[src/shared/cei_consts.svh]
// Register offsets, field positions, reset values and thresholds
`ifndef CEI_CONSTS_SVH
`define CEI_CONSTS_SVH

// Byte addresses; status and control repeat every 16 bytes
`define CEI_ADDR_TX_ERR 8'h1C
`define CEI_ADDR_RX_ERR 8'h1D
`define CEI_ADDR_INT_EN 8'h2B
`define CEI_ADDR_INT_FLAG 8'h2C
`define CEI_ADDR_ERR_FLAG 8'h2D
`define CEI_LOW_CTRL 4'hF
`define CEI_LOW_STAT 4'hE

// Error flag register bits
`define CEI_EF_RX1OV 7
`define CEI_EF_RX0OV 6
`define CEI_EF_BOFF 5
`define CEI_EF_TX_ERROR_PASSIVE_FLAG 4
`define CEI_EF_RX_ERROR_PASSIVE_FLAG 3
`define CEI_EF_TXWR 2
`define CEI_EF_RXWR 1
`define CEI_EF_EWRN 0

// Interrupt enable and flag bits
`define CEI_IB_MERR 7
`define CEI_IB_WAKE 6
`define CEI_IB_ERR 5
`define CEI_IB_TX2 4
`define CEI_IB_TX1 3
`define CEI_IB_TX0 2
`define CEI_IB_RX1 1
`define CEI_IB_RX0 0

// Control register fields
`define CEI_CT_REQ_HI 7
`define CEI_CT_REQ_LO 5
`define CEI_CT_ABORT 4
`define CEI_CT_ONESHOT 3
`define CEI_CT_CLOCK_OUTPUT_ENABLE 2
`define CEI_CT_PRE_HI 1
`define CEI_CT_PRE_LO 0

// Status register fields
`define CEI_ST_MODE_HI 7
`define CEI_ST_MODE_LO 5
`define CEI_ST_CODE_HI 3
`define CEI_ST_CODE_LO 1

// Reset values
`define CEI_RST_CTRL 8'hE7
`define CEI_RST_ZERO 8'h00

// Error counter thresholds
`define CEI_LIM_WARN 8'h60
`define CEI_LIM_PASSIVE 8'h80
`define CEI_LIM_BUSOFF 8'hFF

`endif

[src/shared/cei_pkg.sv]
// Types shared by the error, interrupt and mode register bank
`default_nettype none
package cei_pkg;

    // Operating modes, same codes for request and status
    typedef enum logic [2:0] {
        CEI_MODE_NORMAL = 3'b000,
        CEI_MODE_SLEEP = 3'b001,
        CEI_MODE_LOOP = 3'b010,
        CEI_MODE_LISTEN = 3'b011,
        CEI_MODE_CONFIG = 3'b100
    } cei_mode_t;

    // Register access from the serial command decoder
    typedef struct packed {
        logic wr;
        logic [7:0] addr;
        logic [7:0] mask;
        logic [7:0] data;
    } cei_hreq_t;

    // Single-cycle events from the protocol engine
    typedef struct packed {
        logic msg_err;
        logic wake;
        logic bus_recovered;
        logic [2:0] tx_empty;
        logic [1:0] rx_valid;
    } cei_evt_t;

    // Control levels toward the protocol engine
    typedef struct packed {
        logic [2:0] req_mode;
        logic abort_all;
        logic one_shot;
    } cei_ctrl_t;

endpackage
`default_nettype wire

[src/rtl/cei_regs.sv]
// Error, interrupt and operating mode register bank
`include "cei_consts.svh"
`default_nettype none
module cei_regs
    import cei_pkg::*;
(
    input wire logic ref_clk_i,
    input wire logic rst_n_i,
    input wire logic soft_reset_i,
    input wire cei_hreq_t hreq_i,
    input wire logic [1:0] rx_read_done_i,
    input wire logic [7:0] tx_err_count_i,
    input wire logic [7:0] rx_err_count_i,
    input wire cei_evt_t evt_i,
    input wire logic mode_switch_ok_i,
    output logic [7:0] reg_rdata_o,
    output cei_ctrl_t ctrl_o,
    output logic [2:0] mode_in_effect_o,
    output logic [7:0] int_flags_o,
    output logic clock_output_pin_o,
    output logic clock_output_pin_oe_o
);

    // Bit-modify merge: masked bits take the new data
    function automatic logic [7:0] merge8(
        input logic [7:0] old_v,
        input logic [7:0] new_v,
        input logic [7:0] mask_v
    );
        merge8 = (old_v & ~mask_v) | (new_v & mask_v);
    endfunction

    // Registers of the bank
    logic [7:0] transmit_error_counter_q;
    logic [7:0] receive_error_counter_q;
    logic [7:0] interrupt_enable_register_q;
    logic [7:0] interrupt_flag_register_q;
    logic [7:0] interrupt_flag_register_d;
    logic rx_buffer1_overflow_q;
    logic rx_buffer0_overflow_q;
    logic bus_off_flag_q;
    logic [7:0] error_flag_register_prev_q;
    logic [2:0] mode_request_field_q;
    logic abort_all_pending_q;
    logic one_shot_transmit_q;
    logic clock_output_enable_q;
    logic [1:0] clock_output_prescaler_q;
    cei_mode_t operating_mode_status_q;
    logic [2:0] clk_div_q;
    logic clk_half_q;
    logic [7:0] rdata_q;

    // Derived flags and decode
    logic tx_warning_flag;
    logic rx_warning_flag;
    logic combined_warning_flag;
    logic tx_error_passive_flag;
    logic rx_error_passive_flag;
    logic [7:0] error_flag_register;
    logic [7:0] int_set;
    logic [7:0] int_live;
    logic [2:0] interrupt_code_field;
    logic [7:0] ctrl_word;
    logic [7:0] stat_word;
    logic wr_inte;
    logic wr_intf;
    logic wr_error_flag_register;
    logic wr_ctrl;

    // Write strobes; control repeats on every page, status has none
    assign wr_inte = hreq_i.wr && (hreq_i.addr == `CEI_ADDR_INT_EN);
    assign wr_intf = hreq_i.wr && (hreq_i.addr == `CEI_ADDR_INT_FLAG);
    assign wr_error_flag_register = hreq_i.wr && (hreq_i.addr == `CEI_ADDR_ERR_FLAG);
    assign wr_ctrl = hreq_i.wr && (hreq_i.addr[3:0] == `CEI_LOW_CTRL);

    // Error counters mirror the protocol engine
    always_ff @(posedge ref_clk_i or negedge rst_n_i) begin
        if (!rst_n_i) begin
            transmit_error_counter_q <= `CEI_RST_ZERO;
            receive_error_counter_q <= `CEI_RST_ZERO;
        end else if (soft_reset_i) begin
            transmit_error_counter_q <= `CEI_RST_ZERO;
            receive_error_counter_q <= `CEI_RST_ZERO;
        end else begin
            transmit_error_counter_q <= tx_err_count_i;
            receive_error_counter_q <= rx_err_count_i;
        end
    end

    // Threshold flags follow the counters with no memory
    assign tx_warning_flag =
        (transmit_error_counter_q >= `CEI_LIM_WARN);
    assign rx_warning_flag =
        (receive_error_counter_q >= `CEI_LIM_WARN);
    assign combined_warning_flag =
        tx_warning_flag | rx_warning_flag;
    assign tx_error_passive_flag =
        (transmit_error_counter_q >= `CEI_LIM_PASSIVE);
    assign rx_error_passive_flag =
        (receive_error_counter_q >= `CEI_LIM_PASSIVE);

    // Assembled error flag register
    always_comb begin
        error_flag_register = `CEI_RST_ZERO;
        error_flag_register[`CEI_EF_RX1OV] = rx_buffer1_overflow_q;
        error_flag_register[`CEI_EF_RX0OV] = rx_buffer0_overflow_q;
        error_flag_register[`CEI_EF_BOFF] = bus_off_flag_q;
        error_flag_register[`CEI_EF_TX_ERROR_PASSIVE_FLAG] = tx_error_passive_flag;
        error_flag_register[`CEI_EF_RX_ERROR_PASSIVE_FLAG] = rx_error_passive_flag;
        error_flag_register[`CEI_EF_TXWR] = tx_warning_flag;
        error_flag_register[`CEI_EF_RXWR] = rx_warning_flag;
        error_flag_register[`CEI_EF_EWRN] = combined_warning_flag;
    end

    // Bus-off is sticky until the engine reports recovery
    // Reaching 255 again in the recovery cycle keeps it set
    always_ff @(posedge ref_clk_i or negedge rst_n_i) begin
        if (!rst_n_i) begin
            bus_off_flag_q <= 1'b0;
        end else if (soft_reset_i) begin
            bus_off_flag_q <= 1'b0;
        end else if (transmit_error_counter_q == `CEI_LIM_BUSOFF) begin
            bus_off_flag_q <= 1'b1;
        end else if (evt_i.bus_recovered) begin
            bus_off_flag_q <= 1'b0;
        end
    end

    // Overflow flags: host writes clear them, a new overflow wins
    always_ff @(posedge ref_clk_i or negedge rst_n_i) begin
        if (!rst_n_i) begin
            rx_buffer1_overflow_q <= 1'b0;
            rx_buffer0_overflow_q <= 1'b0;
        end else if (soft_reset_i) begin
            rx_buffer1_overflow_q <= 1'b0;
            rx_buffer0_overflow_q <= 1'b0;
        end else begin
            if (evt_i.rx_valid[1] &&
                interrupt_flag_register_q[`CEI_IB_RX1]) begin
                rx_buffer1_overflow_q <= 1'b1;
            end else if (wr_error_flag_register && hreq_i.mask[`CEI_EF_RX1OV]) begin
                rx_buffer1_overflow_q <= hreq_i.data[`CEI_EF_RX1OV];
            end
            if (evt_i.rx_valid[0] &&
                interrupt_flag_register_q[`CEI_IB_RX0]) begin
                rx_buffer0_overflow_q <= 1'b1;
            end else if (wr_error_flag_register && hreq_i.mask[`CEI_EF_RX0OV]) begin
                rx_buffer0_overflow_q <= hreq_i.data[`CEI_EF_RX0OV];
            end
        end
    end

    // Previous error flags, to spot any change of condition
    always_ff @(posedge ref_clk_i or negedge rst_n_i) begin
        if (!rst_n_i) begin
            error_flag_register_prev_q <= `CEI_RST_ZERO;
        end else begin
            error_flag_register_prev_q <= error_flag_register;
        end
    end

    // Interrupt enable register
    always_ff @(posedge ref_clk_i or negedge rst_n_i) begin
        if (!rst_n_i) begin
            interrupt_enable_register_q <= `CEI_RST_ZERO;
        end else if (soft_reset_i) begin
            interrupt_enable_register_q <= `CEI_RST_ZERO;
        end else if (wr_inte) begin
            interrupt_enable_register_q <= merge8(
                interrupt_enable_register_q, hreq_i.data, hreq_i.mask);
        end
    end

    // Interrupt sources, each gated by its own enable
    always_comb begin
        int_set = `CEI_RST_ZERO;
        int_set[`CEI_IB_MERR] = evt_i.msg_err &
            interrupt_enable_register_q[`CEI_IB_MERR];
        int_set[`CEI_IB_WAKE] = evt_i.wake &
            interrupt_enable_register_q[`CEI_IB_WAKE];
        int_set[`CEI_IB_ERR] =
            (error_flag_register != error_flag_register_prev_q) &
            interrupt_enable_register_q[`CEI_IB_ERR];
        int_set[`CEI_IB_TX2] = evt_i.tx_empty[2] &
            interrupt_enable_register_q[`CEI_IB_TX2];
        int_set[`CEI_IB_TX1] = evt_i.tx_empty[1] &
            interrupt_enable_register_q[`CEI_IB_TX1];
        int_set[`CEI_IB_TX0] = evt_i.tx_empty[0] &
            interrupt_enable_register_q[`CEI_IB_TX0];
        int_set[`CEI_IB_RX1] = evt_i.rx_valid[1] &
            interrupt_enable_register_q[`CEI_IB_RX1];
        int_set[`CEI_IB_RX0] = evt_i.rx_valid[0] &
            interrupt_enable_register_q[`CEI_IB_RX0];
    end

    // Flag update: host write or fast read clears, a new event wins
    always_comb begin
        interrupt_flag_register_d = interrupt_flag_register_q;
        if (wr_intf) begin
            interrupt_flag_register_d = merge8(
                interrupt_flag_register_q, hreq_i.data, hreq_i.mask);
        end
        if (rx_read_done_i[1]) begin
            interrupt_flag_register_d[`CEI_IB_RX1] = 1'b0;
        end
        if (rx_read_done_i[0]) begin
            interrupt_flag_register_d[`CEI_IB_RX0] = 1'b0;
        end
        interrupt_flag_register_d =
            interrupt_flag_register_d | int_set;
    end

    // Interrupt flags hold until cleared
    always_ff @(posedge ref_clk_i or negedge rst_n_i) begin
        if (!rst_n_i) begin
            interrupt_flag_register_q <= `CEI_RST_ZERO;
        end else if (soft_reset_i) begin
            interrupt_flag_register_q <= `CEI_RST_ZERO;
        end else begin
            interrupt_flag_register_q <= interrupt_flag_register_d;
        end
    end

    // Code of the highest priority enabled pending interrupt
    // Message error has no code of its own
    assign int_live =
        interrupt_flag_register_q & interrupt_enable_register_q;
    always_comb begin
        if (int_live[`CEI_IB_ERR]) begin
            interrupt_code_field = 3'h1;
        end else if (int_live[`CEI_IB_WAKE]) begin
            interrupt_code_field = 3'h2;
        end else if (int_live[`CEI_IB_TX0]) begin
            interrupt_code_field = 3'h3;
        end else if (int_live[`CEI_IB_TX1]) begin
            interrupt_code_field = 3'h4;
        end else if (int_live[`CEI_IB_TX2]) begin
            interrupt_code_field = 3'h5;
        end else if (int_live[`CEI_IB_RX0]) begin
            interrupt_code_field = 3'h6;
        end else if (int_live[`CEI_IB_RX1]) begin
            interrupt_code_field = 3'h7;
        end else begin
            interrupt_code_field = 3'h0;
        end
    end

    // Control register; reset request is the invalid code 111
    always_ff @(posedge ref_clk_i or negedge rst_n_i) begin
        if (!rst_n_i) begin
            mode_request_field_q <= 3'(`CEI_RST_CTRL >> `CEI_CT_REQ_LO);
            abort_all_pending_q <= 1'b0;
            one_shot_transmit_q <= 1'b0;
            clock_output_enable_q <= 1'b1;
            clock_output_prescaler_q <= 2'h3;
        end else if (soft_reset_i) begin
            mode_request_field_q <= 3'(`CEI_RST_CTRL >> `CEI_CT_REQ_LO);
            abort_all_pending_q <= 1'b0;
            one_shot_transmit_q <= 1'b0;
            clock_output_enable_q <= 1'b1;
            clock_output_prescaler_q <= 2'h3;
        end else if (wr_ctrl) begin
            {mode_request_field_q, abort_all_pending_q,
             one_shot_transmit_q, clock_output_enable_q,
             clock_output_prescaler_q} <=
                merge8(ctrl_word, hreq_i.data, hreq_i.mask);
        end
    end

    assign ctrl_word = {mode_request_field_q, abort_all_pending_q,
        one_shot_transmit_q, clock_output_enable_q,
        clock_output_prescaler_q};

    // Mode in effect moves to the request when the engine allows
    // Undefined codes leave the mode where it is
    always_ff @(posedge ref_clk_i or negedge rst_n_i) begin
        if (!rst_n_i) begin
            operating_mode_status_q <= CEI_MODE_CONFIG;
        end else if (soft_reset_i) begin
            operating_mode_status_q <= CEI_MODE_CONFIG;
        end else if (mode_switch_ok_i) begin
            unique case (mode_request_field_q)
                3'b000: operating_mode_status_q <= CEI_MODE_NORMAL;
                3'b001: operating_mode_status_q <= CEI_MODE_SLEEP;
                3'b010: operating_mode_status_q <= CEI_MODE_LOOP;
                3'b011: operating_mode_status_q <= CEI_MODE_LISTEN;
                3'b100: operating_mode_status_q <= CEI_MODE_CONFIG;
                default: begin
                    operating_mode_status_q <=
                        operating_mode_status_q;
                end
            endcase
        end
    end

    // Status register image
    always_comb begin
        stat_word = `CEI_RST_ZERO;
        stat_word[`CEI_ST_MODE_HI:`CEI_ST_MODE_LO] =
            operating_mode_status_q;
        stat_word[`CEI_ST_CODE_HI:`CEI_ST_CODE_LO] =
            interrupt_code_field;
    end

    // Free-running divider for the clock output
    always_ff @(posedge ref_clk_i or negedge rst_n_i) begin
        if (!rst_n_i) begin
            clk_div_q <= 3'h0;
        end else begin
            clk_div_q <= clk_div_q + 3'h1;
        end
    end

    // Half-rate copy on the falling edge; no output uses it
    always_ff @(negedge ref_clk_i or negedge rst_n_i) begin
        if (!rst_n_i) begin
            clk_half_q <= 1'b0;
        end else begin
            clk_half_q <= clk_div_q[0];
        end
    end

    // Divide by one passes the system clock itself
    always_comb begin
        unique case (clock_output_prescaler_q)
            2'h0: clock_output_pin_o = ref_clk_i;
            2'h1: clock_output_pin_o = clk_div_q[0];
            2'h2: clock_output_pin_o = clk_div_q[1];
            2'h3: clock_output_pin_o = clk_div_q[2];
        endcase
    end
    assign clock_output_pin_oe_o = clock_output_enable_q;

    // Read data registered; one cycle after the address
    always_ff @(posedge ref_clk_i or negedge rst_n_i) begin
        if (!rst_n_i) begin
            rdata_q <= `CEI_RST_ZERO;
        end else if (hreq_i.addr[3:0] == `CEI_LOW_CTRL) begin
            rdata_q <= ctrl_word;
        end else if (hreq_i.addr[3:0] == `CEI_LOW_STAT) begin
            rdata_q <= stat_word;
        end else begin
            unique case (hreq_i.addr)
                `CEI_ADDR_TX_ERR: rdata_q <= transmit_error_counter_q;
                `CEI_ADDR_RX_ERR: rdata_q <= receive_error_counter_q;
                `CEI_ADDR_INT_EN: rdata_q <= interrupt_enable_register_q;
                `CEI_ADDR_INT_FLAG: rdata_q <= interrupt_flag_register_q;
                `CEI_ADDR_ERR_FLAG: rdata_q <= error_flag_register;
                default: rdata_q <= `CEI_RST_ZERO;
            endcase
        end
    end

    // Outputs toward the engine and the decoder
    assign reg_rdata_o = rdata_q;
    assign ctrl_o.req_mode = mode_request_field_q;
    assign ctrl_o.abort_all = abort_all_pending_q;
    assign ctrl_o.one_shot = one_shot_transmit_q;
    assign mode_in_effect_o = operating_mode_status_q;
    assign int_flags_o = interrupt_flag_register_q;

    // This sink only keeps the unused half-rate copy observed in lint
    logic unused_half;
    assign unused_half = clk_half_q;

endmodule
`default_nettype wire

[config.mk]
export PLATFORM = sky130hd
export DESIGN_NAME = cei_regs
export DESIGN_NICKNAME = d
export VERILOG_FILES = /design/src/shared/cei_pkg.sv /design/src/rtl/cei_regs.sv
export VERILOG_INCLUDE_DIRS = /design/src /design/src/shared
export SDC_FILE = /design/constraint.sdc
export NUM_CORES = 1
export LEC_CHECK = 0
export BUFFER_PORTS_ARGS = -buffer_cell sky130_fd_sc_hd__buf_2
export CORE_MARGIN = 1
export CORE_UTILIZATION = 45
export CTS_CLUSTER_SIZE = 30
export DETAILED_ROUTE_END_ITERATION = 6
export PLACE_DENSITY = 0.68
export SLEW_MARGIN = 20
export SYNTH_ARGS = -nofsm -noshare
export SYNTH_HDL_FRONTEND = slang
export SYNTH_SLANG_ARGS = --single-unit
[constraint.sdc]
create_clock -name ref_clk_i -period 1.3 [get_ports ref_clk_i]
set_input_delay 0.195 -clock ref_clk_i [delete_from_list [all_inputs] [get_ports ref_clk_i]]
set_output_delay 0.195 -clock ref_clk_i [all_outputs]
set_load 0.01 [all_outputs]
==> impl_metrics.xml <==
<?xml version="1.0" encoding="UTF-8"?>
<metrics>
  <group name="clock_network">
    <metric name="clkSlewWorstSetupHoldPaths" unit="ns">0.07</metric>
    <metric name="clk-insertion-delay-late" unit="ns">0.45</metric>
    <metric name="cts_tree" unit="">done</metric>
  </group>
  <group name="timing">
    <metric name="final-max-slew-violation-count" unit="">0</metric>
    <metric name="post-route-min-period" unit="ns">1.87</metric>
    <metric name="max_freq" unit="MHz">536</metric>
    <metric name="fin_hold_ws" unit="ns">0.00839</metric>
    <metric name="rsz0062_at_grt" unit="">yes</metric>
    <metric name="worst_rel_slew_slack" unit="%">67.1</metric>
    <metric name="report.final.setup_viol" unit="">11</metric>
    <metric name="finalCritPeriodShare" unit="%">144</metric>
    <metric name="tightestPinTransition" unit="ns">0.491</metric>
    <metric name="fin_ws" unit="ns">-0.566</metric>
    <metric name="final-hold-violation-count" unit="">0</metric>
    <metric name="final.setup_skew" unit="ns">0.00783</metric>
  </group>
  <group name="floorplan">
    <metric name="fp-row-count" unit="">30</metric>
    <metric name="die_y" unit="um">87.6</metric>
    <metric name="core" unit="mm^2">0.00694</metric>
    <metric name="die_area" unit="mm^2">0.00768</metric>
    <metric name="num_io_pins" unit="">81</metric>
    <metric name="start_util" unit="%">47.5</metric>
    <metric name="die_width" unit="um">87.6</metric>
  </group>
  <group name="power">
    <metric name="powerDensity" unit="mW/mm^2">915</metric>
    <metric name="post-layout-total-power" unit="mW">4.67</metric>
    <metric name="cellLeakagePower" unit="nW">2.54</metric>
    <metric name="worst_ir_drop_vdd" unit="V">0.000722</metric>
  </group>
  <group name="logic_synthesis">
    <metric name="ys_dominant_reg_cell" unit="">dfrtp_1</metric>
    <metric name="number_of_distinct_library_cells_after_synthesis" unit="">52</metric>
    <metric name="count_of_flip_flops_with_a_built_in_enable_after_synthesis" unit="">0</metric>
    <metric name="post_synth_main_area_contributors" unit="">dfrtp_1, dfstp_2, mux2i_1</metric>
    <metric name="synth.yosys.seq_area_share" unit="%">49.5</metric>
    <metric name="synthesis.yosys.warnings" unit="">0</metric>
    <metric name="synth_seq_cells" unit="">65</metric>
    <metric name="syn-mean-instance-area" unit="um^2">10.3</metric>
    <metric name="mappedNetlistArea" unit="mm^2">0.00330</metric>
    <metric name="synth.top_cells.by_count" unit="">dfrtp_1, nand2_1, a21oi_1, nor2_1, nor2b_1</metric>
    <metric name="yosys.cell_count.top_type" unit="">dfrtp_1</metric>
    <metric name="ys_async_sr_fraction" unit="%">100</metric>
    <metric name="synthDominantAreaCellType" unit="">dfrtp_1</metric>
    <metric name="post_synth_top_area_share" unit="%">44.0</metric>
    <metric name="synthesis.instances" unit="">319</metric>
    <metric name="mappedNetlistNets" unit="">375</metric>
  </group>
  <group name="detailed_routing">
    <metric name="via_count" unit="">3247</metric>
    <metric name="first_iter_violations" unit="">267</metric>
    <metric name="detail-route-antenna-nets" unit="">0</metric>
    <metric name="wl_per_cell" unit="um">16.6</metric>
    <metric name="post_drt_via_cell_ratio" unit="">5.38</metric>
    <metric name="post-route-drc-count" unit="">0</metric>
    <metric name="drtPass1Iterations" unit="">5</metric>
    <metric name="route.final.wire_length" unit="um">10000</metric>
  </group>
  <group name="cells_and_area">
    <metric name="area_overhead_vs_synth" unit="%">54.5</metric>
    <metric name="post-route-util" unit="%">73.5</metric>
    <metric name="finish.net_count" unit="">558</metric>
    <metric name="insertedDiodeCount" unit="">0</metric>
    <metric name="layout-drive-gt1-share" unit="%">46.5</metric>
  </group>
  <group name="placed_design">
    <metric name="gp_congestion" unit="">0.915</metric>
    <metric name="port_buffers" unit="">80</metric>
    <metric name="hpwl_detailed" unit="um">6830</metric>
  </group>
  <group name="grt">
    <metric name="maximum_number_of_pins_on_one_net_before_global_route_repair" unit="">66</metric>
    <metric name="antenna_found_initial" unit="">0</metric>
    <metric name="grt_pass1_wl" unit="um">15700</metric>
    <metric name="overflow" unit="">0</metric>
    <metric name="grt.total_usage" unit="%">27.8</metric>
    <metric name="via_count_of_the_first_global_routing_pass" unit="">3318</metric>
  </group>
  <group name="critical_path">
    <metric name="critPathKind" unit="">flip-flop to output port</metric>
    <metric name="cp.arrival" unit="ns">1.67</metric>
    <metric name="worstPathRequired" unit="ns">1.11</metric>
    <metric name="end_kind" unit="">output port</metric>
    <metric name="critPathMaxFanout" unit="">2</metric>
    <metric name="critPathLaunchType" unit="">flip-flop</metric>
  </group>
  <group name="run_status">
    <metric name="outcome" unit="">complete, but fails checks</metric>
    <metric name="violations" unit="">setup timing</metric>
  </group>
  <group name="hold_path">
    <metric name="hold_crit_class" unit="">primary input to flip-flop</metric>
  </group>
  <group name="run">
    <metric name="max-cap-violations" unit="">0</metric>
  </group>
</metrics>
-- power breakdown --
| part | internal [mW] | switching [mW] | total, mW |
|---|---|---|---|
| Combinational | 0.297 | 0.294 | 0.591 |
| Clock | 1.14 | 0.822 | 1.96 |
| Sequential | 2.08 | 0.0370 | 2.12 |
| Total | 3.51 | 1.15 | 4.67 |
-- cell type report --
| cell class | count | area [um^2] |
|---|---|---|
| clock buffer | 15 | 194 |
| clock inverter | 5 | 55.1 |
| fill | 474 | 1840 |
| inverter | 5 | 18.8 |
| multi-input combinational | 229 | 1630 |
| sequential | 65 | 1640 |
| tap | 96 | 120 |
| timing repair buffer | 188 | 1450 |
-- metrics by stage --
stage	setup slack (ns)	TNS [ns]	area [um^2]	instances
4_1_cts	-0.586	-1.38	5000	597
6_report	-0.566	-1.50	5100	603
3_3_place_gp	-0.375	-7.21	4270	540
2_1_floorplan	-0.0763	-0.490	3370	319
5_1_grt	-0.610	-2.01	5100	603
3_5_place_dp	-0.366	-7.36	4270	540
-- worst max-delay path, cell delays in order (launching register included) --
cell and delay (ns):
dfstp_2 0.55, mux4_2 0.53, buf_6 0.14
-- layout by cell type, fill, tap and decap left out, drive strengths merged, types with 2 or more instances in the layout --
cell type	netlist	final
a211o	2	2
a21boi	4	4
a21oi	25	25
a222oi	3	3
a22o	8	8
a22oi	7	7
a2bb2oi	2	2
a311o	5	5
a32o	4	4
a32oi	3	3
and2	3	3
and3	4	4
buf	14	167
clkbuf	6	14
clkinv	0	2
clkinvlp	0	2
dfrtp	58	58
dfstp	7	7
dlygate4sd3	0	22
inv	5	5
mux2i	18	18
nand2	48	48
nand3	6	6
nand4	8	8
nor2	21	21
nor2b	19	19
nor3	4	4
nor3b	2	2
nor4b	2	2
o21ai	8	8
xnor2	4	4
xor2	5	5
-- kinds of logic after synthesis --
kind of cell | Yosys count | synth area share, %
muxes | 19 | 6.14
AOI/OAI and AO/OA | 78 | 17.0
buffers and inverters | 25 | 4.55
adders and majority gates | 1 | 0.379
xor gates and xnor gates | 9 | 2.39
DFF | 65 | 49.5
and+or+nand+nor | 122 | 20.0
-- routing by layer --
metal	part of all wire, %	GRT usage, %	wire length (um)
met1	42	33.1	4250
met2	50	47.7	5030
met3	4.7	5.75	471
met4	2.6	13.9	260
met5	0	0	0
-- path summary, 6_finish.rpt --
path | start | to | slack (ns) | depth (start not counted)
max | clock_output_prescaler_q[0] | clock_output_pin_o | -0.57 | 2
min | evt_i[0] | int_flags_o[0] | 0.008 | 3
max reg2reg | int_flags_o[1] | reg_rdata_o[2] | -0.22 | 5
min reg2reg | clk_div_q[0] | clk_div_q[0] | 0.47 | 1
max in group asynchronous | rst_n_i | clock_output_prescaler_q[0] | 0.69 | 3
min in group asynchronous | rst_n_i | int_flags_o[7] | 0.28 | 3
-- registers in the layout (all words and copies together), names as in the netlist --
register / count
clock_output_pin_oe_o: 1
clk_div_q: 3
receive_error_counter_q: 8
mode_in_effect_o: 3
mode_request_field_q: 3
rx_buffer0_overflow_q: 1
one_shot_transmit_q: 1
transmit_error_counter_q: 8
reg_rdata_o: 8
rx_buffer1_overflow_q: 1
int_flags_o: 8
error_flag_register_prev_q: 8
interrupt_enable_register_q: 8
clock_output_prescaler_q: 2
bus_off_flag_q: 1
abort_all_pending_q: 1
-- timing repair --
action / 4_1_cts / 5_1_grt
hold buffers: 22 / 0
endpoints found under the setup margin: 18 / 22
gates resized for setup: 30 / 17
buffers inserted: 16 / 9
hold endpoints to repair: 79 / 0
pin swaps: 13 / 13
(Power assumes the default switching activity.)
